File: config.mk
export PLATFORM = sky130hd
export DESIGN_NAME = sac_ctrl
export DESIGN_NICKNAME = d
export VERILOG_FILES = /design/src/verilog/sac_pkg.sv /design/src/verilog/sac_cal.sv /design/src/verilog/sac_ovs.sv /design/src/verilog/sac_ctrl.sv
export SDC_FILE = /design/constraint.sdc
export NUM_CORES = 1
export LEC_CHECK = 0
export ABC_AREA = 1
export BUFFER_PORTS_ARGS = -buffer_cell sky130_fd_sc_hd__buf_2
export CAP_MARGIN = 20
export CORE_ASPECT_RATIO = 0.6
export CORE_MARGIN = 8
export CORE_UTILIZATION = 60
export CTS_CLUSTER_DIAMETER = 80
export DETAILED_ROUTE_END_ITERATION = 10
export GPL_ROUTABILITY_DRIVEN = 0
export GPL_TIMING_DRIVEN = 0
export PLACE_DENSITY_LB_ADDON = 0.12
export SETUP_SLACK_MARGIN = 0.2
export SLEW_MARGIN = 20
export SYNTH_ARGS = -nofsm -noshare
export SYNTH_HDL_FRONTEND = slang
export SYNTH_SLANG_ARGS = --single-unit
File: constraint.sdc
create_clock -name clk -period 6.1 [get_ports clk]
set_clock_uncertainty 0.1 [all_clocks]
set_input_delay 1.525 -clock clk [delete_from_list [all_inputs] [get_ports clk]]
set_output_delay 1.525 -clock clk [all_outputs]
set_load 0.01 [all_outputs]
File: src/verilog/sac_pkg.sv
// Shared constants and types of the converter control block.
// Assumes one clock domain; the analog converter sits outside.
package sac_pkg;
    localparam int unsigned SAC_RAW_W = 12;
    localparam int unsigned SAC_DATA_W = 16;
    localparam int unsigned SAC_SLOTS = 16;
    localparam int unsigned SAC_CH_W = 5;
    localparam int unsigned SAC_EXT_CH = 16;
    localparam logic [4:0] SAC_CH_TEMP = 5'h10;
    localparam logic [4:0] SAC_CH_VREF = 5'h11;
    localparam logic [1:0] SAC_RES_12 = 2'h0;
    localparam logic [1:0] SAC_RES_10 = 2'h1;
    localparam logic [1:0] SAC_RES_8 = 2'h2;
    localparam logic [1:0] SAC_RES_6 = 2'h3;
    localparam logic [7:0] SAC_CAL_CYCLES = 8'h20;
    localparam logic [3:0] SAC_SHIFT_MAX = 4'h8;
    localparam logic [15:0] SAC_DATA_RST = 16'h0000;
    localparam logic [11:0] SAC_FACTOR_RST = 12'h000;
    localparam logic [3:0] SAC_SLOT_RST = 4'h0;
    typedef enum logic [3:0] {
        ST_IDLE = 4'b0001,
        ST_START = 4'b0010,
        ST_WAIT = 4'b0100,
        ST_STORE = 4'b1000
    } sac_seq_t;
endpackage

File: src/verilog/sac_cal.sv
// Foreground calibration engine: timed run, then latches the offset factor.
// Assumes rst is asserted whenever the converter is switched off.
`timescale 1ns/1ps
module sac_cal
    import sac_pkg::*;
(
    // Clock and reset
    input wire logic clk,
    input wire logic rst,
    // Control
    input wire logic start,
    input wire logic clear,
    input wire logic [11:0] offset_in,
    // Status
    output logic busy_r,
    output logic valid_r,
    output logic [11:0] factor_r
);
    localparam int CAL_SPAN = SAC_CAL_CYCLES;

    logic busy_nxt;
    logic valid_nxt;
    logic [11:0] factor_nxt;
    logic [7:0] cnt_r;
    logic [7:0] cnt_nxt;

    always_comb begin
        busy_nxt = busy_r;
        valid_nxt = valid_r;
        factor_nxt = factor_r;
        cnt_nxt = cnt_r;
        if (clear) begin
            valid_nxt = 1'b0;
            factor_nxt = SAC_FACTOR_RST;
        end
        if (busy_r) begin
            cnt_nxt = cnt_r + 8'h01;
            if (cnt_r == SAC_CAL_CYCLES - 8'h01) begin
                busy_nxt = 1'b0;
                valid_nxt = 1'b1;
                factor_nxt = offset_in;
                cnt_nxt = 8'h00;
            end
        end else if (start) begin
            busy_nxt = 1'b1;
            cnt_nxt = 8'h00;
        end
    end

    always_ff @(posedge clk) begin
        if (rst) begin
            busy_r <= 1'b0;
            valid_r <= 1'b0;
            factor_r <= SAC_FACTOR_RST;
            cnt_r <= 8'h00;
        end else begin
            busy_r <= busy_nxt;
            valid_r <= valid_nxt;
            factor_r <= factor_nxt;
            cnt_r <= cnt_nxt;
        end
    end
endmodule

File: src/verilog/sac_ovs.sv
// Oversampling accumulator: sums 2 to 256 samples, shifts right, 16-bit result.
// Assumes in_valid pulses once per finished conversion.
`timescale 1ns/1ps
module sac_ovs
    import sac_pkg::*;
#(
    parameter int unsigned RAW_W = SAC_RAW_W
)(
    // Clock and reset
    input wire logic clk,
    input wire logic rst,
    // Samples
    input wire logic clr,
    input wire logic in_valid,
    input wire logic [RAW_W-1:0] in_data,
    // Configuration
    input wire logic [2:0] ratio,
    input wire logic [3:0] shift,
    // Result
    output logic done_r,
    output logic [15:0] data_r
);
    localparam int unsigned ACC_W = RAW_W + 8;

    if (RAW_W < 6 || RAW_W > 16) begin : g_bad_width
        $error("sac_ovs: RAW_W out of range");
    end

    logic [ACC_W-1:0] acc_r;
    logic [ACC_W-1:0] acc_nxt;
    logic [8:0] cnt_r;
    logic [8:0] cnt_nxt;
    logic done_nxt;
    logic [15:0] data_nxt;

    always_comb begin
        logic [ACC_W-1:0] sum;
        logic [8:0] need;
        logic [3:0] sh;
        sum = acc_r + ACC_W'(in_data);
        need = 9'h002 << ratio;
        sh = (shift > SAC_SHIFT_MAX) ? SAC_SHIFT_MAX : shift;
        acc_nxt = acc_r;
        cnt_nxt = cnt_r;
        done_nxt = 1'b0;
        data_nxt = data_r;
        if (clr) begin
            acc_nxt = '0;
            cnt_nxt = 9'h000;
        end else if (in_valid) begin
            if (cnt_r + 9'h001 == need) begin
                data_nxt = 16'(sum >> sh);
                done_nxt = 1'b1;
                acc_nxt = '0;
                cnt_nxt = 9'h000;
            end else begin
                acc_nxt = sum;
                cnt_nxt = cnt_r + 9'h001;
            end
        end
    end

    always_ff @(posedge clk) begin
        if (rst) begin
            acc_r <= '0;
            cnt_r <= 9'h000;
            done_r <= 1'b0;
            data_r <= SAC_DATA_RST;
        end else begin
            acc_r <= acc_nxt;
            cnt_r <= cnt_nxt;
            done_r <= done_nxt;
            data_r <= data_nxt;
        end
    end
endmodule

File: src/verilog/sac_ctrl.sv
// Converter control: enable, calibration, trigger, routine sequence, result.
// Assumes the analog converter and control bits share clk.
// Behaviour
// - Calibration start bit high until calibration ends; here calibration_busy_r is high instead
// - Calibration factor applied until converter powers off
// - Calibration reset clears the calibration factor
// - Converter off holds all logic in reset
// - Converter off powers down the analog part
// - Sequence up to 16 slots, 4-bit length
// - Eighteen channels: sixteen external, two internal
// - Resolution selectable: 12, 10, 8, 6 bits
// - Result stored right or left aligned
// - Oversampler 2x-256x, shift up to 8
// - Interrupts on end of sequence and watchdog
// - Single mode converts once per trigger
// - Continuous mode restarts without new trigger
// - Converter clock is the system clock, synchronous
// - Rising edge of external trigger starts sequence
`timescale 1ns/1ps
module sac_ctrl
    import sac_pkg::*;
#(
    parameter int unsigned SLOTS = SAC_SLOTS
)(
    // Clock and reset
    input wire logic clk,
    input wire logic sys_rst,
    // Enable and calibration control
    input wire logic converter_on,
    input wire logic calibration_start,
    input wire logic calibration_reset,
    // Sequence control
    input wire logic software_routine_start,
    input wire logic trigger_enable,
    input wire logic continuous_mode,
    input wire logic scan_mode,
    input wire logic [3:0] sequence_length,
    input wire logic [SLOTS*5-1:0] routine_sequence_select,
    // Data format
    input wire logic [1:0] resolution,
    input wire logic align_msb,
    input wire logic ovs_enable,
    input wire logic [2:0] ovs_ratio,
    input wire logic [3:0] ovs_shift,
    // Watchdog and flags
    input wire logic watchdog_enable,
    input wire logic [11:0] watchdog_high,
    input wire logic [11:0] watchdog_low,
    input wire logic eoc_clear,
    input wire logic watchdog_clear,
    input wire logic eoc_irq_enable,
    input wire logic watchdog_irq_enable,
    // External trigger pin
    input wire logic ext_trigger,
    // Analog converter
    input wire logic [11:0] adc_result,
    input wire logic adc_done,
    input wire logic [11:0] cal_offset,
    output logic adc_power_down_r,
    output logic [4:0] adc_channel_r,
    output logic adc_start_r,
    // Status
    output logic calibration_busy_r,
    output logic calibrated_r,
    output logic conv_busy_r,
    output logic eoc_flag_r,
    output logic watchdog_flag_r,
    output logic irq_eoc_r,
    output logic irq_watchdog_r,
    output logic [15:0] result_data_r,
    output logic result_strobe_r
);
    if (SLOTS < 1 || SLOTS > 16) begin : g_bad_slots
        $error("sac_ctrl: SLOTS must be 1 to 16");
    end

    // Converter off acts as a synchronous reset of the whole block
    logic rst_all;
    assign rst_all = sys_rst || !converter_on;

    logic [11:0] factor;
    logic ovs_done;
    logic [15:0] ovs_data;
    logic ovs_in;
    logic ovs_clr;
    logic cal_go;

    // Pin synchroniser
    logic [2:0] sync_r;
    logic [2:0] sync_nxt;
    logic trig_lvl_r;
    logic trig_lvl_nxt;
    logic ext_rise;
    logic go;

    // Sequencer
    sac_seq_t state_r;
    sac_seq_t state_nxt;
    logic [3:0] slot_r;
    logic [3:0] slot_nxt;
    logic [3:0] last_slot;
    logic [11:0] sample_r;
    logic [11:0] sample_nxt;
    logic [11:0] corr_now;
    logic [4:0] slot_ch [SLOTS];
    logic [4:0] cur_ch;

    // Next values of the registered outputs
    logic adc_power_down_nxt;
    logic [4:0] adc_channel_nxt;
    logic adc_start_nxt;
    logic conv_busy_nxt;
    logic eoc_flag_nxt;
    logic watchdog_flag_nxt;
    logic irq_eoc_nxt;
    logic irq_watchdog_nxt;
    logic [15:0] result_data_nxt;
    logic result_strobe_nxt;

    // Calibration is refused while a sequence runs, so only calibration_reset can change the factor mid-sequence
    assign cal_go = calibration_start && !conv_busy_r;
    sac_cal u_cal (
        .clk(clk),
        .rst(rst_all),
        .start(cal_go),
        .clear(calibration_reset),
        .offset_in(cal_offset),
        .busy_r(calibration_busy_r),
        .valid_r(calibrated_r),
        .factor_r(factor)
    );

    // Offset correction saturates at zero rather than wrapping
    assign corr_now = (adc_result >= factor) ? adc_result - factor : 12'h000;

    assign ovs_in = adc_done && (state_r == ST_WAIT) && ovs_enable;
    assign ovs_clr = !ovs_enable || (state_r == ST_IDLE);
    sac_ovs #(
        .RAW_W(SAC_RAW_W)
    ) u_ovs (
        .clk(clk),
        .rst(rst_all),
        .clr(ovs_clr),
        .in_valid(ovs_in),
        .in_data(corr_now),
        .ratio(ovs_ratio),
        .shift(ovs_shift),
        .done_r(ovs_done),
        .data_r(ovs_data)
    );

    for (genvar g = 0; g < SLOTS; g++) begin : g_slot
        assign slot_ch[g] = routine_sequence_select[g*5 +: 5];
    end

    // Only the second and third stages are read; a change counts once they agree
    always_comb begin
        sync_nxt = {sync_r[1:0], ext_trigger};
        trig_lvl_nxt = trig_lvl_r;
        if (sync_r[1] == sync_r[2]) begin
            trig_lvl_nxt = sync_r[1];
        end
    end
    assign ext_rise = trigger_enable && (sync_r[1] == sync_r[2]) && sync_r[1] && !trig_lvl_r;
    assign go = (software_routine_start || ext_rise) && !calibration_busy_r && !calibration_start;

    // Slot codes above the last internal channel fall back to input 0
    always_comb begin
        last_slot = SAC_SLOT_RST;
        if (scan_mode) begin
            last_slot = (sequence_length > 4'(SLOTS - 1)) ? 4'(SLOTS - 1) : sequence_length;
        end
        cur_ch = slot_ch[slot_r];
        if (cur_ch > SAC_CH_VREF) begin
            cur_ch = 5'h00;
        end
    end

    always_comb begin
        logic [3:0] res_sh;
        logic [15:0] aligned;
        logic wd_hit;
        res_sh = {1'b0, resolution, 1'b0};
        aligned = {4'h0, sample_r >> res_sh};
        if (align_msb) begin
            aligned = aligned << (res_sh + 4'h4);
        end
        wd_hit = watchdog_enable && ((sample_r > watchdog_high) || (sample_r < watchdog_low));
        state_nxt = state_r;
        slot_nxt = slot_r;
        sample_nxt = sample_r;
        adc_power_down_nxt = 1'b0;
        adc_channel_nxt = adc_channel_r;
        adc_start_nxt = 1'b0;
        eoc_flag_nxt = eoc_flag_r;
        watchdog_flag_nxt = watchdog_flag_r;
        result_data_nxt = result_data_r;
        result_strobe_nxt = 1'b0;
        // A flag event in the same cycle as its clear wins
        if (eoc_clear) begin
            eoc_flag_nxt = 1'b0;
        end
        if (watchdog_clear) begin
            watchdog_flag_nxt = 1'b0;
        end
        unique case (state_r)
            ST_IDLE: begin
                if (go) begin
                    slot_nxt = SAC_SLOT_RST;
                    state_nxt = ST_START;
                end
            end
            ST_START: begin
                adc_channel_nxt = cur_ch;
                adc_start_nxt = 1'b1;
                state_nxt = ST_WAIT;
            end
            ST_WAIT: begin
                if (adc_done) begin
                    sample_nxt = corr_now;
                    state_nxt = ST_STORE;
                end
            end
            ST_STORE: begin
                if (ovs_enable && !ovs_done) begin
                    state_nxt = ST_START;
                end else begin
                    result_data_nxt = ovs_enable ? ovs_data : aligned;
                    result_strobe_nxt = 1'b1;
                    if (wd_hit) begin
                        watchdog_flag_nxt = 1'b1;
                    end
                    if (slot_r >= last_slot) begin
                        eoc_flag_nxt = 1'b1;
                        slot_nxt = SAC_SLOT_RST;
                        state_nxt = continuous_mode ? ST_START : ST_IDLE;
                    end else begin
                        slot_nxt = slot_r + 4'h1;
                        state_nxt = ST_START;
                    end
                end
            end
            default: begin
                state_nxt = ST_IDLE;
            end
        endcase
        conv_busy_nxt = (state_nxt != ST_IDLE);
        irq_eoc_nxt = eoc_flag_nxt && eoc_irq_enable;
        irq_watchdog_nxt = watchdog_flag_nxt && watchdog_irq_enable;
    end

    // Converter clock is clk itself; there is no second domain
    always_ff @(posedge clk) begin
        if (rst_all) begin
            sync_r <= 3'h0;
            trig_lvl_r <= 1'b0;
            state_r <= ST_IDLE;
            slot_r <= SAC_SLOT_RST;
            sample_r <= 12'h000;
            adc_power_down_r <= 1'b1;
            adc_channel_r <= 5'h00;
            adc_start_r <= 1'b0;
            conv_busy_r <= 1'b0;
            eoc_flag_r <= 1'b0;
            watchdog_flag_r <= 1'b0;
            irq_eoc_r <= 1'b0;
            irq_watchdog_r <= 1'b0;
            result_data_r <= SAC_DATA_RST;
            result_strobe_r <= 1'b0;
        end else begin
            sync_r <= sync_nxt;
            trig_lvl_r <= trig_lvl_nxt;
            state_r <= state_nxt;
            slot_r <= slot_nxt;
            sample_r <= sample_nxt;
            adc_power_down_r <= adc_power_down_nxt;
            adc_channel_r <= adc_channel_nxt;
            adc_start_r <= adc_start_nxt;
            conv_busy_r <= conv_busy_nxt;
            eoc_flag_r <= eoc_flag_nxt;
            watchdog_flag_r <= watchdog_flag_nxt;
            irq_eoc_r <= irq_eoc_nxt;
            irq_watchdog_r <= irq_watchdog_nxt;
            result_data_r <= result_data_nxt;
            result_strobe_r <= result_strobe_nxt;
        end
    end
endmodule

Yosys cells after proc, flatten, opt, wreduce, memory -nomap -nowiden
Cells that the tools add are included.
{"block": "word_totals", "ff_bits": 121, "input_bits": 159}
{"block": "op_classes", "n_addsub": 6, "magnitude_cmp": 8, "eq_ne": 10, "shift": 4, "n_mux": 46, "n_bitwise": 5, "reduce_logical": 32}
{"operator": "12-bit 2-to-1 mux", "count": 4}
{"operator": "16-bit 2-to-1 mux", "count": 2}
{"operator": "4-bit 2-to-1 mux", "count": 8}
{"operator": "8-bit 2-to-1 mux", "count": 3}
{"operator": "20-bit by 12-bit adder with 20-bit output", "count": 1}
{"operator": "5-bit binary-select mux with 4-bit select", "count": 1}
{"operator": "20-bit 2-to-1 mux", "count": 1}
{"operator": "20-bit by 4-bit right shift with 16-bit output", "count": 1}
{"operator": "1-bit 2-to-1 mux", "count": 18}
{"operator": "4-bit one-hot mux with 4 select lines", "count": 1}
{"operator": "12-bit by 4-bit << shifter with 16-bit output", "count": 1}
{"operator": "5-bit 2-to-1 mux", "count": 3}
{"operator": "12-bit greater-or-equal comparator", "count": 1}
{"operator": "12-bit > comparator", "count": 1}
{"operator": "1-bit logical AND", "count": 12}
{"operator": "12-bit less-than comparator", "count": 1}
{"operator": "12-bit by 3-bit right shift with 12-bit output", "count": 1}
{"operator": "12-bit subtractor", "count": 1}
{"operator": "9-bit by 1-bit adder with 9-bit output (second input constant)", "count": 1}
{"operator": "9-bit == test", "count": 1}
{"operator": "9-bit 2-to-1 mux", "count": 1}
{"operator": "2-bit by 3-bit << shifter with 9-bit output (first input constant)", "count": 1}
{"operator": "8-bit by 1-bit adder with 8-bit output (second input constant)", "count": 1}
{"operator": "8-bit by 5-bit == test with 1-bit output (second input constant)", "count": 1}
{"operator": "24 further kinds", "count": 44}

Longest topological paths before layout
{"block": "logic_depth", "word_depth": 10, "mapped_depth": 30, "mapped_depth_nobuf": 30}

Cells and area by module
From an unflattened synthesis, not the netlist that was laid out.
{"block": "unflattened", "hier_cells": 1552, "hier_area_um2": 9540.4}
{"module": "sac_ctrl", "instances": 1, "cells_each": 771, "area_each_um2": 4777.1, "seq_area_each_um2": 1061.0}
{"module": "sac_ovs", "instances": 1, "cells_each": 655, "area_each_um2": 3792.4, "seq_area_each_um2": 920.9}
{"module": "sac_cal", "instances": 1, "cells_each": 126, "area_each_um2": 970.9, "seq_area_each_um2": 440.4}

Worst setup path before layout
No wires, ideal clock.
{"block": "synth_timing", "path_kind": "input to register", "from": "input adc_result[0]", "to": "register u_ovs.data_r[8]", "arrival_time_ns": 4.453, "t_required_ns": 5.868, "setup_slack_ns": 1.415, "path_stages": 25, "n_path_buf": 0, "path_cell_list": "inv_1 ha_1 fa_1 o21ai_0 nand3_1 o2111ai_1 a21oi_2 inv_1 nand2_1 nor2_1 ha_1 nand2_1 inv_1 nand2_1 nand2_1 a21oi_1 nand2_1 nand2_1 nand2_1 nand2_1 nand2_1 nand3_1 nand3_1 nand3_1 a21oi_1"}
{"block": "synth_via", "elab_chain_len": 4}
{"element": "start, declared", "line_no": "sac_ctrl.sv:56", "source": "input wire logic [11:0] adc_result,"}
{"element": "12-bit subtractor / 12-bit greater-or-equal comparator (equally long branches)", "line_no": "sac_ctrl.sv:134", "source": "assign corr_now = (adc_result >= factor) ? adc_result - factor : 12'h000;"}
{"element": "12-bit 2-to-1 mux *", "line_no": "sac_ctrl.sv:134"}
{"element": "named net corr_now[9]", "line_no": "sac_ctrl.sv:104", "source": "logic [11:0] corr_now;"}
{"element": "20-bit by 12-bit adder with 20-bit output *", "line_no": "sac_ovs.sv:40", "source": "sum = acc_r + ACC_W'(in_data);"}
{"element": "20-bit by 4-bit right shift with 16-bit output *", "line_no": "sac_ovs.sv:52", "source": "data_nxt = 16'(sum >> sh);"}
{"element": "end signal, assigned", "line_no": "sac_ovs.sv:73", "source": "data_r <= data_nxt;"}
{"element": "end, declared", "line_no": "sac_ovs.sv:21", "source": "output logic [15:0] data_r"}
The timed path passes the listed nets; every way through them passes the cells marked *.
A chain may end at the register's enable or synchronous reset.

Worst setup path in the final report
{"block": "layout_timing", "from": "input adc_result[0]", "to": "register u_ovs.data_r[12]"}
The elaborated chain is that of the path after synthesis.

==> qor.txt <==
Status: finished, final reports clean
Final period utilization: 88.9%
Worst setup margin: 0.677 ns
Async set-or-reset flop fraction in the synthesized netlist: 0%
Share of layout cells above drive strength 1: 15.6%
Initial core utilization: 61.7%
Design Power: 2.20 mW
VDD IR max: 0.160 mV
Cells after Synth: 1,420
Fin util: 74.1%
Achievable Freq: 0.184 GHz
Critical path fanouts, max: 10
Most frequent cells in the layout: nand2_1, buf_2, inv_1
Clock tree from TritonCTS: done
Worst setup path class: in2reg
Largest net degree at the start of global routing: 17
DRC: 0
Post-cts hold buffer count: 0
R2R Path End: u_ovs.data_r[12]
Layout Cells excl Fill: 1,837
Die Y: 111 um
Worst skew pair latency: 0.43 ns
Cell row count: 34
Ys Warns: 0
Max Cap Viol: 0
Cells after DPL: 1,805
Critical Path Sink: u_ovs.data_r[12]
Hold Slack: 0.312 ns
Chip width: 174 um
P&R area growth vs syn: 20.2%
Worst Setup Start Kind: input port
DR pass1 iterations: 6
Antenna violations before repair: 0
Critical R2R Launch: u_cal.factor_r[0]
Total global-route track usage: 30.2%
Clk slew on worst S/H paths: 0.06 ns
Final min period: 5.42 ns
Number of global-route vias before repair: 9,763
PwrDens: 204 nW/um^2
Static Leak: 4.95 nW
Post-CTS sizing: 0
Worst Setup End Kind: flip-flop
Nets: 1,841
Routed vias/inst: 5.90
Final ANT Viol Nets: 0
Antenna cells: 0
Most used DFF post-synth: dfxtp_1
PortBufs: 187
Unrepaired setup endpoints after global routing: no
Post-CTS Setup Inserts: 0
Vias: 10,800
Seq/Total Area, Yosys: 27.0%
Slew HR: 33.0%
Number of synthesized flops with an enable pin: 0
Worst slew pin tran: 0.996 ns
Placed Area: 10,200 um^2
Sink Count: 121
Final Cell Area: 10,800 um^2
Worst setup path start: adc_result[0]
H-tree lvl count: 4
Post-synth cell types: 54
Worst hold-check path type: reg2reg
# setup viols final: 0
Post-Syn Area: 8970 um^2
First-pass GRT wire length: 48.8 mm
Syn Area/Cell: 6.32 um^2
Synthesized net count: 1,635
Clock Tree Root: clkbuf_16
Register-to-Register Setup Slack: 1.54 ns
Core area: 14,500 um^2
CP required: 6.27 ns
Final setup TNS: 0 ns
DP HPWL: 23.7 mm
WL/cell: 16.8 um
Dpl ws: 0.465 ns
Reg2reg path depth: 24
First DRT Iteration DRCs: 1,462
Global route overflow: 0
Final Routed Wirelength: 30.8 mm
I/O Pins: 190
Final Max Tran Viols: 0
Arrival @ worst endpoint: 5.59 ns
Most common cell after layout, fill and taps aside: nand2_1
Clock Path Buffers: 2
CTS Buf Count: 17
Final count of hold timing violations: 0
Synth Register Bits: 121
Die Area: 19,300 um^2
synth_stat cells (all sizes together), types with 2 or more instances:
| library cell | instances | area, um^2 |
|---|---|---|
| a211oi | 6 | 45.0 |
| dfxtp | 121 | 2420 |
| xor2 | 21 | 191 |
| nor2 | 147 | 594 |
| or2 | 3 | 18.8 |
| nand4 | 13 | 87.6 |
| o2111ai | 2 | 17.5 |
| a2111oi | 2 | 17.5 |
| clkinv | 2 | 7.51 |
| nor3b | 2 | 15.0 |
| nor4 | 4 | 25.0 |
| o31ai | 11 | 82.6 |
| a221oi | 4 | 35.0 |
| ha | 54 | 676 |
| o22ai | 7 | 43.8 |
| buf | 11 | 72.6 |
| fa | 2 | 40.0 |
| a31oi | 5 | 31.3 |
| nor3 | 16 | 85.1 |
| clkbuf | 45 | 170 |
| nand2 | 328 | 1230 |
| nand3 | 161 | 826 |
| and3 | 2 | 12.5 |
| a21oi | 129 | 653 |
| o211ai | 16 | 120 |
| o221ai | 16 | 140 |
| xnor2 | 6 | 52.6 |
| o21a | 2 | 15.0 |
| nand3b | 2 | 15.0 |
| inv | 164 | 618 |
| o21ai | 109 | 546 |
layout make-up:
class | count | area, um^2
clock inverters | 14 | 188
inverters | 166 | 626
clock buffers | 18 | 439
plain buffers | 56 | 243
multi-input cells | 1077 | 5680
repair buffers | 187 | 936
flip-flops and latches | 121 | 2420
fillers | 1209 | 3770
well taps | 198 | 248
cells by family (layout without fill, tap and decap cells):
group | count (synthesis) | after routing | synth area share [%]
fa+ha+maj | 56 | 56 | 7.98
mux | 1 | 1 | 0.112
buf+inv | 222 | 441 | 9.68
simple gates | 679 | 679 | 32.5
compound gates | 314 | 314 | 20.0
flops | 121 | 121 | 27.0
xor+xnor | 27 | 27 | 2.72
registers in the layout (all words and copies together), names as in the netlist, 5 cells and up:
register        flops
sample_r           12
result_data_r      16
u_ovs.cnt_r         9
adc_channel_r       5
u_cal.cnt_r         8
u_ovs.data_r       16
u_cal.factor_r     12
u_ovs.acc_r        20
worst min-delay path by stage:
stage	from	to	slack [ns]	depth (start not counted)
2_1_floorplan	sync_r[0]	sync_r[1]	0.29	2
3_3_place_gp	sync_r[0]	sync_r[1]	0.29	2
3_5_place_dp	sync_r[0]	sync_r[1]	0.31	2
4_1_cts	sync_r[0]	sync_r[1]	0.31	2
5_1_grt	sync_r[0]	sync_r[1]	0.33	2
6_report	sync_r[0]	sync_r[1]	0.31	2
metal layers:
layer,vias up,wire length [um],track usage (%)
li1,5189,-,-
met1,4848,13700,43.2
met2,711,12300,43.7
met3,86,4140,7.86
met4,0,673,8.45
met5,-,0,0
worst max-delay path, cell delays in order:
cell       delay, ns
buf_2           0.07
inv_1           0.03
ha_1            0.21
fa_1            0.41
o21ai_0         0.48
nand3_1         0.13
o2111ai_1       0.14
a21oi_2         0.12
inv_1           0.13
nand2_1         0.06
nor2_1          0.23
ha_1            0.34
nand2_1         0.14
inv_1           0.06
nand2_1         0.07
nand2_1         0.06
a21oi_1         0.39
nand2_1         0.23
nand2_1         0.13
nand2_1         0.07
nand2_1         0.09
nand2_1         0.07
nand3_1         0.12
nand3_1         0.07
nand3_1         0.12
a21oi_1         0.07
report_power, final:
group	switching, mW	leakage, nW	total, mW	internal (mW)
sequential	0.00241	0.975	0.795	0.793
clock	0.419	0.309	1.08	0.665
combinational	0.208	3.66	0.321	0.114
Note: power is estimated with default switching activity, not from simulation.
